## config.mk

```make
export PLATFORM = sky130hd
export DESIGN_NAME = cdr_regs
export DESIGN_NICKNAME = d
export VERILOG_FILES = /design/src/design/cdr_pkg.sv /design/src/design/cdr_regs.sv /design/src/design/cdr_sync_pulse.sv
export SDC_FILE = /design/constraint.sdc
export NUM_CORES = 1
export LEC_CHECK = 0
export BUFFER_PORTS_ARGS = -buffer_cell sky130_fd_sc_hd__clkbuf_2
export CAP_MARGIN = 0
export CORE_ASPECT_RATIO = 1.4
export CORE_MARGIN = 10
export CORE_UTILIZATION = 57
export CTS_CLUSTER_DIAMETER = 40
export DETAILED_ROUTE_END_ITERATION = 10
export MAX_ROUTING_LAYER = met4
export PLACE_DENSITY_LB_ADDON = 0.12
export REMOVE_ABC_BUFFERS = 1
export SYNTH_ARGS = -nofsm -noshare
export SYNTH_HDL_FRONTEND = slang
export SYNTH_SLANG_ARGS = --single-unit
```

## constraint.sdc

```tcl
create_clock -name pclk -period 7.1 [get_ports pclk]
set_input_delay 0.71 -clock pclk [delete_from_list [all_inputs] [get_ports pclk]]
set_output_delay 0.71 -clock pclk [all_outputs]
set_load 0.1 [all_outputs]
```

## src/design/cdr_pkg.sv

```systemverilog
package cdr_pkg;

  // ----------------------------------------------------------------------
  // Register map (printed offsets are word indices; byte address = 4*idx)
  // ----------------------------------------------------------------------
  localparam logic [7:0] IDX_GLOBAL_CFG   = 8'h06;
  localparam logic [7:0] IDX_LEVEL_HIGH   = 8'h07;
  localparam logic [7:0] IDX_LEVEL_LOW    = 8'h08;
  localparam logic [7:0] IDX_CH0_SETUP    = 8'h09;
  localparam logic [7:0] IDX_IRQ_STATUS   = 8'h20;
  localparam logic [7:0] IDX_IRQ_MASK     = 8'h21;
  localparam logic [7:0] IDX_DET_STATUS   = 8'h22;

  // ----------------------------------------------------------------------
  // Reset values
  // ----------------------------------------------------------------------
  localparam logic [15:0] RST_GLOBAL_CFG  = 16'h0600;
  localparam logic [15:0] RST_LEVEL_HIGH  = 16'h0000;
  localparam logic [15:0] RST_LEVEL_LOW   = 16'h0000;
  localparam logic [15:0] RST_CH0_SETUP   = 16'h0000;

  // ----------------------------------------------------------------------
  // Field positions
  // ----------------------------------------------------------------------
  localparam int CFG_ON_BIT      = 0;
  localparam int CFG_WIN_LSB     = 1;
  localparam int CFG_CNT_LSB     = 4;
  localparam int CFG_POLICY_BIT  = 7;
  localparam int LOW_DC_LSB      = 0;
  localparam int LOW_LVL_LSB     = 8;
  localparam int CH0_MUX_LSB     = 0;
  localparam int CH0_DCOFF_BIT   = 2;
  localparam int CH0_SKEW_LSB    = 6;

  // Writable bit masks; everything else reads as zero
  localparam logic [15:0] MASK_LEVEL_LOW  = 16'hff0f;
  localparam logic [15:0] MASK_CH0_SETUP  = 16'hffc7;

  // Interrupt bits
  localparam int IRQ_DETECT_BIT  = 0;
  localparam int IRQ_WINDOW_BIT  = 1;
  localparam int IRQ_WIDTH       = 2;

  // Input selection codes
  typedef enum logic [1:0] {
    CDR_IN_PINS, CDR_IN_SHORT, CDR_IN_POS_TEST, CDR_IN_NEG_TEST
  } cdr_input_type;

endpackage : cdr_pkg

```

## src/design/cdr_regs.sv

```systemverilog
// Implementation choice: the APB register port.
`timescale 1ns/100ps
// Functional notes
// - Count selector bits 6:4 pick 1..128 exceedances
// - Window selector bits 3:1 pick period count
// - Bit 0 turns detect mode on
// - Threshold is upper sixteen plus low byte
// - Low register bits 7:4 read zero
// - Low register bits 3:0 global DC setting
// - Channel 0 bits 15:6 signed skew
// - Channel 0 bits 5:3 read zero
// - Channel 0 bit 2 bypasses DC filter
// - Channel 0 bits 1:0 pick input source
// - Bit 7 chooses any or all channels
module cdr_regs #(
  parameter int NCH = 8
) (
  input  wire logic                pclk,
  input  wire logic                presetn,
  input  wire logic                psel,
  input  wire logic                penable,
  input  wire logic                pwrite,
  input  wire logic [31:0]         paddr,
  input  wire logic [31:0]         pwdata,
  input  wire logic [3:0]          pstrb,
  output logic      [31:0]         prdata,
  output logic                     pready,
  output logic                     pslverr,
  input  wire logic                conv_done,
  input  wire logic [NCH-1:0]      ch_exceed,
  output logic                     detect_mode_on,
  output logic [2:0]               exceed_count_sel,
  output logic [2:0]               detect_window_sel,
  output logic                     detect_channel_policy,
  output logic [23:0]              detect_level,
  output logic [3:0]               dc_removal_setting,
  output logic [9:0]               ch0_sample_skew,
  output logic                     ch0_dc_removal_off,
  output logic                     ch0_dc_removal_active,
  output logic [1:0]               ch0_input_select,
  output logic                     detect_flag,
  output logic                     irq
);

  // ----------------------------------------------------------------------
  // Parameter check
  // ----------------------------------------------------------------------
  // Channel vector is reduced in one cycle; wider sets are not served
  if (NCH < 1 || NCH > 16) begin : g_bad_nch
    $error("cdr_regs: NCH must be 1..16");
  end

  // ----------------------------------------------------------------------
  // State
  // ----------------------------------------------------------------------
  typedef struct packed {
    // Software-visible registers
    logic [15:0]                   cfg;
    logic [15:0]                   lvl_hi;
    logic [15:0]                   lvl_lo;
    logic [15:0]                   ch0;
    // Interrupt status and mask
    logic [1:0]                    irq_stat;
    logic [1:0]                    irq_mask;
    // Detector progress within the current window
    logic [11:0]                   win_cnt;
    logic [7:0]                    hit_cnt;
    logic                          detected;
    logic                          win_done;
    // Read data held for the access phase
    logic [31:0]                   rdata;
  } cdr_state_type;

  cdr_state_type st_q;
  cdr_state_type st_d;
  // One-cycle event made from the detection level
  logic          det_pulse;

  // ----------------------------------------------------------------------
  // Decode helpers
  // ----------------------------------------------------------------------
  // Window length in conversion periods
  function automatic logic [11:0] cdr_window_len(input logic [2:0] sel);
    logic [11:0] len;
    len = 12'h080;
    unique case (sel)
      3'h0: len = 12'h080;
      3'h1: len = 12'h100;
      3'h2: len = 12'h200;
      3'h3: len = 12'h300;
      3'h4: len = 12'h500;
      3'h5: len = 12'h700;
      3'h6: len = 12'ha00;
      3'h7: len = 12'he00;
    endcase
    return len;
  endfunction : cdr_window_len

  // Exceedance target is a power of two, one to 128
  function automatic logic [8:0] cdr_hit_target(input logic [2:0] sel);
    logic [8:0] tgt;
    tgt = 9'h001;
    unique case (sel)
      3'h0: tgt = 9'h001;
      3'h1: tgt = 9'h002;
      3'h2: tgt = 9'h004;
      3'h3: tgt = 9'h008;
      3'h4: tgt = 9'h010;
      3'h5: tgt = 9'h020;
      3'h6: tgt = 9'h040;
      3'h7: tgt = 9'h080;
    endcase
    return tgt;
  endfunction : cdr_hit_target

  // Words that answer on the bus; every other index is refused
  function automatic logic cdr_reg_mapped(input logic [7:0] i);
    logic ok;
    ok = 1'b0;
    unique case (i)
      cdr_pkg::IDX_GLOBAL_CFG,
      cdr_pkg::IDX_LEVEL_HIGH,
      cdr_pkg::IDX_LEVEL_LOW,
      cdr_pkg::IDX_CH0_SETUP,
      cdr_pkg::IDX_IRQ_STATUS,
      cdr_pkg::IDX_IRQ_MASK,
      cdr_pkg::IDX_DET_STATUS: ok = 1'b1;
      default:                 ok = 1'b0;
    endcase
    return ok;
  endfunction : cdr_reg_mapped

  // Byte-lane merge honouring pstrb on the low 16 bits
  function automatic logic [15:0] cdr_merge(input logic [15:0] old,
                                            input logic [31:0] wd,
                                            input logic [3:0]  strb,
                                            input logic [15:0] mask);
    logic [15:0] v;
    v = old;
    if (strb[0]) begin
      v[7:0] = wd[7:0];
    end
    if (strb[1]) begin
      v[15:8] = wd[15:8];
    end
    return v & mask;
  endfunction : cdr_merge

  // ----------------------------------------------------------------------
  // Bus decode
  // ----------------------------------------------------------------------
  logic        acc;
  logic        wr;
  logic [7:0]  idx;
  logic        hit;
  logic        exceed_now;

  assign acc    = psel & penable;
  assign wr     = acc & pwrite;
  assign idx    = paddr[9:2];
  // Unaligned or unmapped addresses answer with an error
  assign hit    = (paddr[1:0] == 2'h0) && (paddr[31:10] == 22'h000000) &&
                  cdr_reg_mapped(idx);
  assign pready  = 1'b1;
  assign pslverr = acc & ~hit;

  // Any-channel or all-channel exceedance
  assign exceed_now = st_q.cfg[cdr_pkg::CFG_POLICY_BIT] ?
                      (&ch_exceed) : (|ch_exceed);

  // ----------------------------------------------------------------------
  // Next state
  // ----------------------------------------------------------------------
  always_comb begin
    logic [11:0] win_len;
    logic [8:0]  target;
    logic        last;
    // Hold everything unless a branch below says otherwise
    st_d    = st_q;
    win_len = cdr_window_len(st_q.cfg[cdr_pkg::CFG_WIN_LSB +: 3]);
    target  = cdr_hit_target(st_q.cfg[cdr_pkg::CFG_CNT_LSB +: 3]);
    last    = 1'b0;
    // Window-end event lasts a single cycle
    st_d.win_done = 1'b0;

    // Detector runs only while the mode is on; off clears progress
    if (!st_q.cfg[cdr_pkg::CFG_ON_BIT]) begin
      st_d.win_cnt  = 12'h000;
      st_d.hit_cnt  = 8'h00;
      st_d.detected = 1'b0;
    end else if (conv_done) begin
      // At or past the end, so a window shortened mid-run still closes
      last = (st_q.win_cnt >= win_len - 12'h001);
      // One hit per conversion; counting stops once detected
      if (exceed_now && !st_q.detected) begin
        if ({1'b0, st_q.hit_cnt} + 9'h001 >= target) begin
          st_d.detected = 1'b1;
        end
        st_d.hit_cnt = st_q.hit_cnt + 8'h01;
      end
      // Window boundary: detection is per window, not sticky
      if (last) begin
        st_d.win_cnt  = 12'h000;
        st_d.hit_cnt  = 8'h00;
        st_d.detected = 1'b0;
        st_d.win_done = 1'b1;
      end else begin
        st_d.win_cnt = st_q.win_cnt + 12'h001;
      end
    end

    // Register writes
    if (wr && hit) begin
      unique case (idx)
        cdr_pkg::IDX_GLOBAL_CFG: begin
          st_d.cfg = cdr_merge(st_q.cfg, pwdata, pstrb, 16'hffff);
        end
        cdr_pkg::IDX_LEVEL_HIGH: begin
          st_d.lvl_hi = cdr_merge(st_q.lvl_hi, pwdata, pstrb, 16'hffff);
        end
        cdr_pkg::IDX_LEVEL_LOW: begin
          st_d.lvl_lo = cdr_merge(st_q.lvl_lo, pwdata, pstrb,
                                  cdr_pkg::MASK_LEVEL_LOW);
        end
        cdr_pkg::IDX_CH0_SETUP: begin
          st_d.ch0 = cdr_merge(st_q.ch0, pwdata, pstrb,
                               cdr_pkg::MASK_CH0_SETUP);
        end
        // Write one to clear
        cdr_pkg::IDX_IRQ_STATUS: begin
          if (pstrb[0]) begin
            st_d.irq_stat = st_q.irq_stat & ~pwdata[1:0];
          end
        end
        cdr_pkg::IDX_IRQ_MASK: begin
          if (pstrb[0]) begin
            st_d.irq_mask = pwdata[1:0];
          end
        end
        default: begin
        end
      endcase
    end

    // Set wins over a simultaneous write-one clear
    if (det_pulse) begin
      st_d.irq_stat[cdr_pkg::IRQ_DETECT_BIT] = 1'b1;
    end
    if (st_q.win_done) begin
      st_d.irq_stat[cdr_pkg::IRQ_WINDOW_BIT] = 1'b1;
    end

    // Read data registered in the setup cycle, presented in access;
    // refused addresses read as zero
    st_d.rdata = 32'h00000000;
    if (psel && !penable && !pwrite && hit) begin
      unique case (idx)
        cdr_pkg::IDX_GLOBAL_CFG: st_d.rdata = {16'h0000, st_q.cfg};
        cdr_pkg::IDX_LEVEL_HIGH: st_d.rdata = {16'h0000, st_q.lvl_hi};
        cdr_pkg::IDX_LEVEL_LOW:  st_d.rdata = {16'h0000, st_q.lvl_lo};
        cdr_pkg::IDX_CH0_SETUP:  st_d.rdata = {16'h0000, st_q.ch0};
        cdr_pkg::IDX_IRQ_STATUS: st_d.rdata = {30'h0, st_q.irq_stat};
        cdr_pkg::IDX_IRQ_MASK:   st_d.rdata = {30'h0, st_q.irq_mask};
        cdr_pkg::IDX_DET_STATUS: st_d.rdata = {11'h000, st_q.detected,
                                               st_q.hit_cnt, st_q.win_cnt};
        default:                 st_d.rdata = 32'h00000000;
      endcase
    end
  end

  // ----------------------------------------------------------------------
  // State register
  // ----------------------------------------------------------------------
  always_ff @(posedge pclk or negedge presetn) begin
    if (!presetn) begin
      // Register fields start from their reset values
      st_q.cfg      <= cdr_pkg::RST_GLOBAL_CFG;
      st_q.lvl_hi   <= cdr_pkg::RST_LEVEL_HIGH;
      st_q.lvl_lo   <= cdr_pkg::RST_LEVEL_LOW;
      st_q.ch0      <= cdr_pkg::RST_CH0_SETUP;
      // Interrupts quiet and masked
      st_q.irq_stat <= 2'h0;
      st_q.irq_mask <= 2'h0;
      // Detector idle at the start of a window
      st_q.win_cnt  <= 12'h000;
      st_q.hit_cnt  <= 8'h00;
      st_q.detected <= 1'b0;
      st_q.win_done <= 1'b0;
      // No read data outside an access
      st_q.rdata    <= 32'h00000000;
    end else begin
      st_q <= st_d;
    end
  end

  // Turns the per-window detection level into a one-cycle event
  cdr_sync_pulse u_det_edge (
    .pclk      (pclk),
    .presetn   (presetn),
    .level_in  (st_q.detected),
    .pulse_out (det_pulse)
  );

  // ----------------------------------------------------------------------
  // Bus outputs
  // ----------------------------------------------------------------------
  // Read data comes straight from a flip-flop
  assign prdata                = st_q.rdata;

  // ----------------------------------------------------------------------
  // Detector configuration outputs
  // ----------------------------------------------------------------------
  // Plain field taps of the configuration word
  assign detect_mode_on        = st_q.cfg[cdr_pkg::CFG_ON_BIT];
  assign exceed_count_sel      = st_q.cfg[cdr_pkg::CFG_CNT_LSB +: 3];
  assign detect_window_sel     = st_q.cfg[cdr_pkg::CFG_WIN_LSB +: 3];
  assign detect_channel_policy = st_q.cfg[cdr_pkg::CFG_POLICY_BIT];
  // Full signed threshold, upper word above low byte
  assign detect_level          = {st_q.lvl_hi,
                                  st_q.lvl_lo[cdr_pkg::LOW_LVL_LSB +: 8]};
  assign dc_removal_setting    = st_q.lvl_lo[cdr_pkg::LOW_DC_LSB +: 4];

  // ----------------------------------------------------------------------
  // Channel 0 outputs
  // ----------------------------------------------------------------------
  // Skew is signed; the user extends the sign where needed
  assign ch0_sample_skew       = st_q.ch0[cdr_pkg::CH0_SKEW_LSB +: 10];
  assign ch0_dc_removal_off    = st_q.ch0[cdr_pkg::CH0_DCOFF_BIT];
  // Channel follows global setting unless bypassed
  assign ch0_dc_removal_active = ~st_q.ch0[cdr_pkg::CH0_DCOFF_BIT] &
                                 (|dc_removal_setting);
  assign ch0_input_select      = st_q.ch0[cdr_pkg::CH0_MUX_LSB +: 2];

  // ----------------------------------------------------------------------
  // Detector status and interrupt
  // ----------------------------------------------------------------------
  // Interrupt is a level that follows status and mask
  assign detect_flag           = st_q.detected;
  assign irq                   = |(st_q.irq_stat & st_q.irq_mask);

endmodule : cdr_regs

```

## src/design/cdr_sync_pulse.sv

```systemverilog
`timescale 1ns/100ps
// Registers an event level into a one-cycle pulse on its rising edge.
module cdr_sync_pulse (
  input  wire logic pclk,
  input  wire logic presetn,
  input  wire logic level_in,
  output logic      pulse_out
);

  logic level_q;

  // ----------------------------------------------------------------------
  // Edge detect
  // ----------------------------------------------------------------------
  // Registered output keeps the pulse glitch free
  always_ff @(posedge pclk or negedge presetn) begin
    if (!presetn) begin
      level_q   <= 1'b0;
      pulse_out <= 1'b0;
    end else begin
      level_q   <= level_in;
      pulse_out <= level_in & ~level_q;
    end
  end

endmodule : cdr_sync_pulse

```

* After elaboration in Yosys (flattened, before gate mapping)
Memory sizes are Yosys's and may differ from the RTL's.
Index checks and enable logic that the tools add are counted.
** Storage, ports and cells
- Word-level logic and storage cells :: 101
- Bits in read-only memories :: 104
- Input bits :: 82
- Flip-flop bits (word level) :: 117
- Output and inout port bits :: 86
- Memories :: 2
** Operators by class
- $lt $le $gt $ge :: 2
- $add $sub $neg :: 4
- Bitwise operators :: 11
- Equality and inequality tests :: 10
- Reduce and logical (&&, ||, !) cells :: 36
- Multiplexer cells :: 18
** Memory list
- (name not given) :: depth 8, bits a word 8, rd ports 1, clocked after memory_dff 0, write ports 0, line cdr_regs.sv:103 : unique case (sel)
- (name not given) :: depth 8, bits a word 5, rd ports 1, clocked after memory_dff 0, write ports 0, line cdr_regs.sv:86 : unique case (sel)
** Operators with widths (number)
- 21-bit one-hot mux with 7 select lines :: 1
- 21-bit two-way mux :: 2
- 3-bit AND reduction :: 12
- 8-bit by 6-bit == test with 1-bit output (second input constant) :: 3
- 22-bit logical NOT :: 1
- 22-bit two-way mux :: 1
- 8-bit by 3-bit == test with 1-bit output (second input constant) :: 2
- 8-bit by 4-bit == test with 1-bit output (second input constant) :: 2
- 12-bit by 1-bit adder with 12-bit output (second input constant) :: 1
- 12-bit greater-or-equal comparator :: 1
- 12-bit two-way mux :: 1
- 2-bit nonzero test :: 6
- 12-bit by 1-bit subtractor with 12-bit output (second input constant) :: 1
- 10-bit two-way mux :: 1
- 8-bit by 1-bit adder with 9-bit output (second input constant) :: 1
- 9-bit greater-or-equal comparator :: 1
- 9-bit two-way mux :: 1
- 8-bit by 1-bit adder with 8-bit output (second input constant) :: 1
- 2-bit two-way mux :: 4
- 8-bit AND reduction :: 1
- 8-bit OR reduction :: 1
- 1-bit logical AND :: 7
- 7-bit OR reduction :: 1
- 1-bit two-way mux :: 6
- other kinds (12) :: 22

* Logic depth before layout (Yosys ltp)
Gate-level depths: netlist of run 1.
- Depth in word-level cells :: 7
- Mapped depth :: 12
- Depth with buffers taken out :: 11

* Modules after synthesis
Synthesis of run 1 repeated with hierarchy kept, for this count alone.
** Second synthesis, totals
- Cells, all modules :: 541
- Area total of the unflattened synthesis :: 5901.9 um^2
** Modules (own cells, without submodules)
- cdr_regs :: cells an instance 538, times used 1, area an instance 5838.1 um^2
- cdr_sync_pulse :: cells an instance 3, times used 1, area an instance 63.8 um^2

* Worst setup path before layout of run 1
Ideal clock, no wire load.
- Kind :: input to output
- Start :: input port paddr[3]
- End :: output port pslverr
- Stages :: 4
- Path buffers :: 1
- Path slack :: 3746 ps
- Data required time :: 6390 ps
- Data arrival time :: 2644 ps
- Cell sequence :: clkbuf_1 -> a221o_1 -> a2111oi_4 -> nor2_1
** Between the ends
- Word-level cells in the longest chain between the ends :: 6
** Ends and longest elaborated chain
- start: declaration :: line cdr_regs.sv:23 : input wire logic [31:0] paddr,
- 8-bit by 6-bit == test with 1-bit output, or another cell as far along :: line cdr_regs.sv:120 : unique case (i)
- 7-bit OR reduction * :: line cdr_regs.sv:120
- 1-bit two-way mux * :: line cdr_regs.sv:120
- 1-bit logical AND * :: line cdr_regs.sv:162 : assign hit = (paddr[1:0] == 2'h0) && (paddr[31:10] == 22'h000000) &&
- 1-bit inverter * :: line cdr_regs.sv:165 : assign pslverr = acc & ~hit;
- 1-bit AND * :: line cdr_regs.sv:165
- end: declaration :: line cdr_regs.sv:28 : output logic pslverr,
Mark *: on every way between the ends. The rest lies on a longest branch, timed or not.

* Final worst setup path of run 1
- Start :: input port paddr[7]
- End :: output port pslverr
Same word-level chain as after synthesis.

==> flow_summary_export.csv, run 1 <==
group,metric,value,unit
cells_and_area,multi_input_area,2703,um^2
cells_and_area,synthToLayoutAreaGrowth,9.697,%
floorplan,die_h,141.8,um
synthesis,syn-cell-area,6038,um^2
clock_tree,cts.sinks,106,
sta,slew_headroom,31.81,%
cells_and_area,regArea,2655,um^2
setup_path,path_class,"primary input to output pin",
place,gp_congestion,0.9068,
setup_path,crit_fanout,6,
global_route,track_usage,21.04,%
clock_tree,insertion_delay,0.36,ns
sta,fin_crit_sh,49.90,%
floorplan,fp-row-count,44,
clock_tree,cts_resized,0,
cells_and_area,n_antenna_cell,0,
drt,dr.pass1.iters,5,
pwr,power.leakage,0.003239,uW
clock_tree,cts_buffers,9,
floorplan,ios,168,
setup_path,crit_path_end_kind,"output pin",
clock_tree,root_buffer,"clkbuf_16",
place,io_buffers,137,
floorplan,start_util,58.34,%
place,placed_cells,750,
drt,vias,4550,
floorplan,die_area,15170,um^2
hold_path,hp-class,"primary input to async pin",
setup_path,timing.critical_path.from_type,"primary input",
sta,skew,0.009586,ns
synthesis,synth_flop_cell,"dfrtp_1",
cells_and_area,fin_nets,721,
synthesis,synth_edf_count,0,
cells_and_area,fillers,891,
sta,finalHoldViolCount,0,
drt,drc,0,
global_route,grt_pass1_wl,24.72,mm
floorplan,die_w,107.0,um
cells_and_area,drive_gt1_share,39.33,%
clock_tree,cts.path.max_buffers,2,
setup_path,cp.required,6.39,ns
place,preCtsSetupSlack,3.561,ns
global_route,grt_pass1_vias,4809,
synthesis,yosys_warnings,0,
clock_tree,postCtsSetupBuffers,0,
synthesis,ys_seq_area_share,43.97,%
sta,max_freq,0.2822,GHz
sta,setup_ws,3.557,ns
global_route,grt_overflow_total,0,
sta,finalMaxSlewViolations,0,
pwr,p_per_area,182.9,nW/um^2
sta,rsz0062_at_grt,"no",
global_route,antenna_found_initial,0,
synthesis,ys_ff_latch,106,
sta,setup_tns,0,ns
drt,drt_iter0_markers,257,
drt,wire_per_inst,20.23,um
global_route,grt_start_max_net_pins,57,
outcome,outcome,"completed",
drt,routed_wl,15.50,mm
sta,fin_crit,3.543,ns
clock_tree,clkSlewWorstSetupHoldPaths,0.07,ns
place,place_hpwl,11.57,mm
synthesis,syn_inst,559,
pwr,ir_drop,0.1391,mV
synthesis,syn_avg_cell_area,10.80,um^2
sta,finalSetupViolCount,0,
job,cap_violations,0,
synthesis,async_reset_ff_share,100.0,%
floorplan,coreArea,10350,um^2
drt,ant_nets,0,
synthesis,ys_types,62,
sta,tightest_slew,1.017,ns
cells_and_area,final-instance-count-excl-fill,766,
clock_tree,hold_buffers,0,
drt,via_per_inst,5.940,
clock_tree,tritoncts,"built",
setup_path,cp_data_arrival_time,2.83,ns
clock_tree,htree_levels,3,
-- metal layers --
metal,vias up,track usage [%],wire length [um]
li1,2102,-,-
met1,2302,23.93,6182
met2,132,36.33,8318
met3,14,4.669,799
met4,0,5.790,195
met5,-,-,0
-- path summary, 6_finish.rpt --
| kind | to | startpoint | cells after the start | slack [ns] |
|---|---|---|---|---|
| worst max-delay path | pslverr | paddr[7] | 6 | 3.56 |
| worst min-delay path | prdata[20] | presetn | 1 | 0.40 |
| worst max register to register | st_q[53] | detect_window_sel[2] | 11 | 3.67 |
| worst min register to register | u_det_edge.pulse_out | u_det_edge.level_q | 1 | 0.41 |
| max in group asynchronous | st_q[42] | presetn | 2 | 5.57 |
| min in group pclk | u_det_edge.pulse_out | u_det_edge.level_q | 1 | 0.41 |
-- cell usage after synthesis (3+ instances only) --
library cell / instances / share of area [%]
a22o_1: 4 / 0.58
ha_1: 16 / 3.3
or2_2: 3 / 0.31
o22ai_1: 7 / 0.73
inv_1: 11 / 0.68
buf_4: 79 / 9.8
a22oi_1: 22 / 2.7
nor3_2: 3 / 0.50
o21ai_0: 10 / 0.83
mux2_2: 58 / 11
nand4b_1: 3 / 0.44
a222oi_1: 8 / 1.3
nand2b_1: 5 / 0.52
a31o_2: 5 / 0.73
nor3_1: 8 / 0.66
nand2_1: 32 / 2.0
buf_2: 4 / 0.33
a31oi_1: 7 / 0.73
and3_1: 13 / 1.3
xor2_1: 6 / 0.87
nor4_1: 12 / 1.2
dfrtp_1: 104 / 43
nand4_1: 4 / 0.41
clkbuf_1: 15 / 0.93
or3_1: 5 / 0.52
nand3b_1: 10 / 1.2
a21o_1: 4 / 0.50
a21oi_1: 14 / 1.2
mux2i_1: 4 / 0.66
nand3_1: 13 / 1.1
a21oi_2: 8 / 1.2
nor2_1: 19 / 1.2
-- state kept, by name, indices dropped and copies added, names as in the netlist --
| register | cells |
|---|---|
| detect_channel_policy | 1 |
| dc_removal_setting | 4 |
| ch0_sample_skew | 10 |
| exceed_count_sel | 3 |
| u_det_edge.pulse_out | 1 |
| prdata | 21 |
| u_det_edge.level_q | 1 |
| detect_mode_on | 1 |
| ch0_input_select | 2 |
| detect_flag | 1 |
| detect_level | 24 |
| ch0_dc_removal_off | 1 |
| st_q | 33 |
| detect_window_sel | 3 |
-- stage by stage --
stage          utilization (%)  power (uW)  hold WS [ns]  cell area [um^2]
3_5_place_dp             60.92       695.7        0.3776              6305
3_3_place_gp             60.92       693.7        0.3935              6305
6_report                 64.00        1211        0.4030              6624
2_1_floorplan                -       654.8        0.3730              5384
4_1_cts                  64.00        1223        0.4088              6624
5_1_grt                  64.00        1257        0.4130              6624
-- worst max-delay path: stages --
cell,delay [ns]
clkbuf_2,0.10
or4_1,0.67
or2_2,0.39
a2111oi_4,0.48
nor2_1,0.09
clkbuf_2,0.38
-- layout make-up --
cell class	count	area share, %
clock inverters	7	1.417
flip-flops and latches	106	40.08
well taps	138	2.607
inverters	11	0.6233
clock buffers	9	3.400
multi-input cells	352	40.80
repair buffers	143	11.07
-- power by group --
group	switching, uW	internal (uW)	total [uW]
Combinational	62.3	18.3	80.6
Clock	243	285	528
Sequential	0.000000353	603	603
Total	305	906	1210
-- placed cells by master (no fill, tap or decap), drive strengths merged, types with 5 or more instances in the layout --
master  netlist  layout
mux2         60      60
nor2         19      19
nand3        14      14
o21ai        10      10
inv          11      15
dfrtp       104     104
a31oi         7       7
a21oi        22      22
nand3b       10      10
buf          85       7
and3         13      13
o22ai         7       7
clkbuf       15     145
conb          2      12
xor2          6       6
a22oi        22      22
nor3         11      11
nand2b        5       5
nand2        32      32
a31o          5       5
nor4         14      14
a222oi        8       8
ha           16      16
or3           5       5
-- cells by family after synthesis --
kind of cell,Yosys count,share of synthesized area (%)
adder cells (fa/ha/maj),16,3.315
buffers and inverters,111,12.14
AO/OA/AOI/OAI,105,13.14
multiplexers,64,11.85
flip-flops,106,43.97
XOR/XNOR,8,1.160
other,2,0.1244
AND/OR/NAND/NOR,147,14.30
No activity file was read; power rests on OpenSTA's default activity.
==> inputs of run 2 (changes only) <==
--- a/config.mk
+++ b/config.mk
@@ -5,11 +5,12 @@
 export SDC_FILE = /design/constraint.sdc
 export NUM_CORES = 1
 export LEC_CHECK = 0
+export ABC_AREA = 1
 export BUFFER_PORTS_ARGS = -buffer_cell sky130_fd_sc_hd__clkbuf_2
 export CAP_MARGIN = 0
 export CORE_ASPECT_RATIO = 1.4
 export CORE_MARGIN = 10
-export CORE_UTILIZATION = 57
+export CORE_UTILIZATION = 48
 export CTS_CLUSTER_DIAMETER = 40
 export DETAILED_ROUTE_END_ITERATION = 10
 export MAX_ROUTING_LAYER = met4
==> constraint.sdc (replaced) <==
create_clock -name pclk -period 2.8 [get_ports pclk]
set_input_delay 0.28 -clock pclk [delete_from_list [all_inputs] [get_ports pclk]]
set_output_delay 0.28 -clock pclk [all_outputs]
set_load 0.1 [all_outputs]
==> run 2 against run 1 <==
Net effect:
- the run now ends with hold timing left
- critical path depth is 7 higher
- die area is 17% higher
- first-iteration DRC count is 27% lower
- global-route usage is 2.4 points lower
- hold slack worse by 0.41 ns
- highest routed layer unchanged
==> flow_summary_export.csv, run 2 <==
group,metric,value,unit
sta,fin_crit_sh,86.46,%
sta,max_freq,0.4131,GHz
cells_and_area,post-route-util,54.29,%
setup_path,cp_data_arrival_time,2.68,ns
synthesis,async_reset_ff_share,100.0,%
clock_tree,cts.path.max_buffers,2,
place,dpl-instance-area,6400,um^2
floorplan,fp-row-count,48,
setup_path,timing.critical_path.from_type,"flop",
drt,via_per_inst,5.095,
global_route,grt_start_max_net_pins,56,
setup_path,cp.required,3.06,ns
clock_tree,clkSlewWorstSetupHoldPaths,0.08,ns
job,cap_violations,0,
synthesis,syn_inst,734,
cells_and_area,largest_reg_flops,33,
clock_tree,htree_levels,3,
sta,slew_headroom,50.02,%
synthesis,ys_types,40,
sta,setup_ws,0.3792,ns
clock_tree,postCtsSetupBuffers,0,
cells_and_area,fin_nets,901,
synthesis,synth_flop_cell,"dfrtp_1",
cells_and_area,n_antenna_cell,0,
global_route,grt_pass1_wl,25.94,mm
global_route,antenna_found_initial,0,
cells_and_area,drive_gt1_share,26.24,%
cells_and_area,fillers,1230,
synthesis,yosys_warnings,0,
setup_path,crit_path_end_kind,"flop",
drt,dr.pass1.iters,4,
clock_tree,insertion_delay,0.35,ns
clock_tree,hold_buffers,0,
clock_tree,cts_buffers,9,
global_route,grt_pass1_vias,5148,
sta,whs,-0.004451,ns
synthesis,yosys-top-cells-count,"nand2_1, dfrtp_1, inv_1",
floorplan,ios,168,
sta,finalMaxSlewViolations,0,
sta,tightest_slew,0.7497,ns
sta,setup_tns,0,ns
drt,wire_per_inst,16.43,um
pwr,p_per_area,467.4,nW/um^2
synthesis,yosys-top-cells-area,"dfrtp_1, buf_4, nand2_1",
place,io_buffers,137,
outcome,violations,"hold timing",
outcome,outcome,"finished with violations",
place,place_hpwl,12.22,mm
floorplan,die_h,153.7,um
drt,ant_nets,0,
clock_tree,tritoncts,"built",
global_route,track_usage,18.63,%
pwr,power.leakage,0.003522,uW
drt,routed_wl,15.74,mm
clock_tree,cts.sinks,106,
place,gp_congestion,0.8694,
setup_path,path_class,"flop to flop",
cells_and_area,final_cell_mix,"nand2_1, clkbuf_2, dfrtp_1",
synthesis,ys_ff_latch,106,
sta,finalSetupViolCount,0,
cells_and_area,final_area,6749,um^2
place,preCtsSetupSlack,0.2009,ns
synthesis,ys_seq_area_share,43.34,%
synthesis,synth_edf_count,0,
global_route,grt_overflow_total,0,
sta,rsz0062_at_grt,"no",
synthesis,syn-cell-area,6126,um^2
synthesis,netlist.area_leader.share,42.48,%
drt,drt_iter0_markers,187,
drt,vias,4881,
floorplan,start_util,49.28,%
synthesis,synth_top_cell_by_area,"dfrtp_1",
sta,fin_crit,2.421,ns
cells_and_area,synthToLayoutAreaGrowth,10.17,%
floorplan,coreArea,12430,um^2
cells_and_area,mostFrequentLayoutCell,"nand2_1",
drt,drc,0,
clock_tree,root_buffer,"clkbuf_16",
floorplan,die_w,115.5,um
synthesis,syn_avg_cell_area,8.346,um^2
sta,skew,0.01234,ns
pwr,ir_drop,0.2728,mV
cells_and_area,regMostFlops,"st_q",
setup_path,crit_fanout,11,
floorplan,die_area,17750,um^2
hold_path,hp-class,"primary input to async pin",
synthesis,synth_most_common_cell,"nand2_1",
sta,finalHoldViolCount,2,
run 2: power by group:
| part | switching, uW | leakage (uW) | total (uW) | internal [uW] |
|---|---|---|---|---|
| combinational | 160 | 0.00190 | 206 | 45.7 |
| clock | 544 | 0.000160 | 1420 | 874 |
| sequential | 0.0000000307 | 0.00146 | 1530 | 1530 |
| total | 705 | 0.00352 | 3150 | 2450 |
run 2: worst paths after layout:
kind	start	endpoint	slack (ns)	cells past startpoint
worst max-delay path	detect_window_sel[2]	st_q[38]	0.38	13
worst min-delay path	presetn	detect_level[7]	-0.004	1
worst max register to register	detect_window_sel[2]	st_q[38]	0.38	13
worst min register to register	u_det_edge.level_q	u_det_edge.pulse_out	0.42	1
max in group asynchronous	presetn	st_q[116]	2.02	2
min in group pclk	pwdata[3]	detect_level[11]	0.22	3
run 2: critical path, cell delays in order, from the launching register on:
cell	delay, ns
dfrtp_1	0.42
nor2_1	0.15
nand2_1	0.09
ha_1	0.21
xor2_1	0.17
ha_1	0.30
a21oi_1	0.15
nor2_1	0.06
nor2_2	0.16
nand3_2	0.13
o21ai_2	0.17
buf_4	0.19
nand2_1	0.06
o21ai_1	0.08
run 2: metal layers:
metal  global-route usage (%)  up-vias  part of all wire, %
met5                        -        -                    0
met4                    5.690        0                  1.1
met3                    3.232       15                  6.0
met2                    32.05      141                   51
met1                    21.47     2302                   42
li1                         -     2423                    -
run 2: layout make-up:
cell class                      count  area (um^2)  area share, %
Sequential cell                   106         2655          39.34
Multi-Input combinational cell    457         2495          36.97
Timing Repair Buffer              145        760.7          11.27
Inverter                           84        315.3          4.672
Clock buffer                       11        232.7          3.448
Tap cell                          150        187.7          2.781
Clock inverter                      5        102.6          1.520
run 2: cell families (layout without fill, tap and decap cells):
| group | count (synthesis) | count (layout) | share of synthesized area (%) |
|---|---|---|---|
| AOI/OAI and AO/OA | 133 | 133 | 14.09 |
| DFF | 106 | 106 | 43.34 |
| buffers and inverters | 181 | 245 | 16.77 |
| xor gates and xnor gates | 12 | 12 | 1.716 |
| adders and majority gates | 16 | 16 | 3.268 |
| and+or+nand+nor | 284 | 284 | 20.69 |
| other | 2 | 12 | 0.1226 |
run 2: metrics by stage:
step	total power [uW]	instances
global route	3254	958
finish	3154	958
detailed placement	1768	942
global placement	1765	942
floorplan	1675	647
CTS	3180	958
run 2: repair_timing:
| item | in CTS | in global routing |
|---|---|---|
| endpoints found under the hold margin | 0 | 0 |
| setup endpoints to repair | 0 | 18 |
| resized for setup | 0 | 7 |
==> inputs of run 3 (changes only) <==
--- a/config.mk
+++ b/config.mk
@@ -5,7 +5,6 @@
 export SDC_FILE = /design/constraint.sdc
 export NUM_CORES = 1
 export LEC_CHECK = 0
-export ABC_AREA = 1
 export BUFFER_PORTS_ARGS = -buffer_cell sky130_fd_sc_hd__clkbuf_2
 export CAP_MARGIN = 0
 export CORE_ASPECT_RATIO = 1.4
@@ -15,6 +14,7 @@
 export DETAILED_ROUTE_END_ITERATION = 10
 export MAX_ROUTING_LAYER = met4
 export PLACE_DENSITY_LB_ADDON = 0.12
+export RECOVER_POWER = 100
 export REMOVE_ABC_BUFFERS = 1
 export SYNTH_ARGS = -nofsm -noshare
 export SYNTH_HDL_FRONTEND = slang
==> run 3 against run 2 <==
Net effect:
- the flow now finishes without violations
- design area increased by 4.5%
- critical path depth decreased by 2
- sequential power about the same
- global-route usage increased by 1.2 points
- clock power decreased by 14%
- fmax decreased by 13%
- sequential share of layout area decreased by 1.7 points
- clock-buffer cell count unchanged
- register-to-register slack got worse by 0.36 ns
- combinational power increased by 3%
- setup slack got worse by 0.36 ns
- first-iteration DRC count increased by 59%
- highest routed layer unchanged
==> flow_summary_export.csv, run 3 (synthesis results as in run 1) <==
group,metric,value,unit
outcome,outcome,"completed",
clock_tree,clkSlewWorstSetupHoldPaths,0.07,ns
setup_path,worst_path_max_delay_cell,"or3_4",
sta,setup_ws,0.01442,ns
cells_and_area,final_cell_mix,"dfrtp_1, clkbuf_1, clkbuf_2",
setup_path,r2r-start,"detect_window_sel[1]",
clock_tree,cts.sinks,106,
floorplan,coreArea,12310,um^2
setup_path,cp_data_arrival_time,3.02,ns
setup_path,r2r-end,"st_q[53]",
floorplan,die_area,17530,um^2
clock_tree,htree_levels,3,
floorplan,die_h,152.7,um
cells_and_area,multi_input_area,2829,um^2
place,place_hpwl,12.96,mm
setup_path,rrSetupSlack,0.01,ns
cells_and_area,regMostFlops,"st_q",
setup_path,crit_family,"simple AND/OR/NAND/NOR gates",
cells_and_area,n_antenna_cell,0,
drt,via_per_inst,5.818,
sta,finalMaxSlewViolations,0,
setup_path,r2r_cells,11,
sta,finalSetupViolCount,0,
cells_and_area,mostFrequentLayoutCell,"dfrtp_1",
cells_and_area,fillers,1083,
hold_path,hp-class,"primary input to flop",
clock_tree,insertion_delay,0.35,ns
setup_path,path_class,"flop to flop",
setup_path,timing.critical_path.from_type,"flop",
cells_and_area,final_area,7052,um^2
floorplan,ios,168,
pwr,power_frac_seq,51.7,%
drt,drc,0,
clock_tree,root_buffer,"clkbuf_16",
pwr,power.leakage,0.003277,uW
setup_path,max_stage_delay,0.43,ns
clock_tree,cts_buffers,9,
setup_path,crit_buf_inv,2,
drt,dr.pass1.iters,6,
cells_and_area,regArea,2655,um^2
pwr,swShare,25.54,%
setup_path,crit_chain,"or3_4 > ha_4 > nor3b_4 > a21oi_2 > ha_4 > nand3_2 > o211ai_1 > nor3_2 > buf_4 > clkdlybuf4s15_2 > a221o_1",
pwr,pwr-share-comb,7.2,%
place,io_buffers,137,
cells_and_area,synthToLayoutAreaGrowth,16.78,%
global_route,antenna_found_initial,0,
setup_path,cp_common_cell,"ha_4",
sta,skew,0.007542,ns
cells_and_area,final-instance-count-excl-fill,829,
sta,tightest_slew,1.213,ns
sta,max_freq,0.3590,GHz
drt,vias,4823,
job,cap_violations,0,
cells_and_area,drive_gt1_share,35.94,%
global_route,grt_overflow_total,0,
place,gp_congestion,0.9009,
sta,fin_crit_sh,99.49,%
hold_path,hp-start,"pwdata[14]",
sta,setup_tns,0,ns
setup_path,cp.required,3.03,ns
sta,rsz0062_at_grt,"yes",
global_route,grt_pass1_wl,27.08,mm
setup_path,crit_fanout,4,
setup_path,crit_path_end_kind,"flop",
pwr,ir_drop,0.3348,mV
drt,wire_per_inst,20.79,um
cells_and_area,fin_nets,772,
place,dpl-instance-area,6616,um^2
drt,ant_nets,0,
global_route,track_usage,19.85,%
floorplan,start_util,49.04,%
clock_tree,tritoncts,"built",
pwr,p_clk_share,41.1,%
floorplan,die_w,114.8,um
place,preCtsSetupSlack,-0.1008,ns
drt,drt_iter0_markers,297,
sta,slew_headroom,19.51,%
global_route,grt_pass1_vias,5206,
pwr,p_per_area,419.9,nW/um^2
pwr,p_switching,756.1,uW
hold_path,min_path_cells,2,
sta,fin_crit,2.786,ns
floorplan,fp-row-count,48,
cells_and_area,largest_reg_flops,33,
place,placed_cells,799,
clock_tree,cts.path.max_buffers,2,
sta,finalHoldViolCount,0,
global_route,grt_start_max_net_pins,67,
drt,routed_wl,17.24,mm
pwr,internal_power,2205,uW
hold_path,hold_end,"detect_level[22]",
run 3: changes by cell type in the layout (fill, tap and decap cells not counted), sizes merged, moves of 22 or more:
cell,change
mux2,+60
a22oi,+22
buf,+46
inv,-68
nand2,-133
o21ai,-76
nor2,-50
run 3: what timing repair did:
item | CTS | global route
setup endpoints to repair | 14 | 21
gates cloned | 2 | 1
gates resized for setup | 13 | 25
hold endpoints to repair | 40 | 0
hold buffers | 1 | 0
setup buffers | 4 | 6
pin swaps | 6 | 15
run 3: worst max path at each step:
stage,from,endpoint,slack (ns),cells after the start
6_report,detect_window_sel[1],st_q[53],0.01,11
3_5_place_dp,detect_window_sel[2],st_q[53],-0.10,11
2_1_floorplan,detect_window_sel[2],st_q[52],-1.07,10
4_1_cts,detect_window_sel[0],st_q[53],0.001,11
3_3_place_gp,detect_window_sel[2],st_q[53],0.01,10
5_1_grt,detect_window_sel[1],st_q[35],-0.06,12
run 3: worst register-to-register path: stages (launching register included):
cell,delay [ns]
dfrtp_1,0.42
or3_4,0.43
ha_4,0.17
nor3b_4,0.14
a21oi_2,0.19
ha_4,0.19
nand3_2,0.10
o211ai_1,0.25
nor3_2,0.08
buf_4,0.16
clkdlybuf4s15_2,0.24
a221o_1,0.29
run 3: layout make-up:
cell class              count  area share [%]
multi-input cells         352           40.12
flip-flops and latches    106           37.65
repair buffers            194           15.03
clock buffers              11           3.300
well taps                 150           2.661
clock inverters             5          0.6565
inverters                  11          0.5855
run 3: through the flow:
stage               hold slack [ns]  util, %  power (uW)
finish                       0.1894    57.28        2961
global route                 0.1906    57.28        3065
CTS                          0.1800    56.76        2987
detailed placement           0.3154    53.74        1775
global placement             0.2941    53.74        1771
floorplan                  -0.01559        -        1660
run 3: routing by layer:
metal  vias up  share of wire [%]  wire length [um]  global-route usage (%)
met5         -                  0                 0                       -
met4         0                2.1               357                   6.856
met3        34                4.7               805                   3.310
met2       166                 55              9408                   34.20
met1      2405                 39              6664                   22.48
li1       2218                  -                 -                       -
run 3: power by group through the flow:
stage               combinational (uW)  sequential, uW  clock, uW
floorplan                          100            1560          0
global placement                   211            1560          0
detailed placement                 215            1560          0
CTS                                217            1530       1240
global route                       231            1530       1300
finish                             213            1530       1220
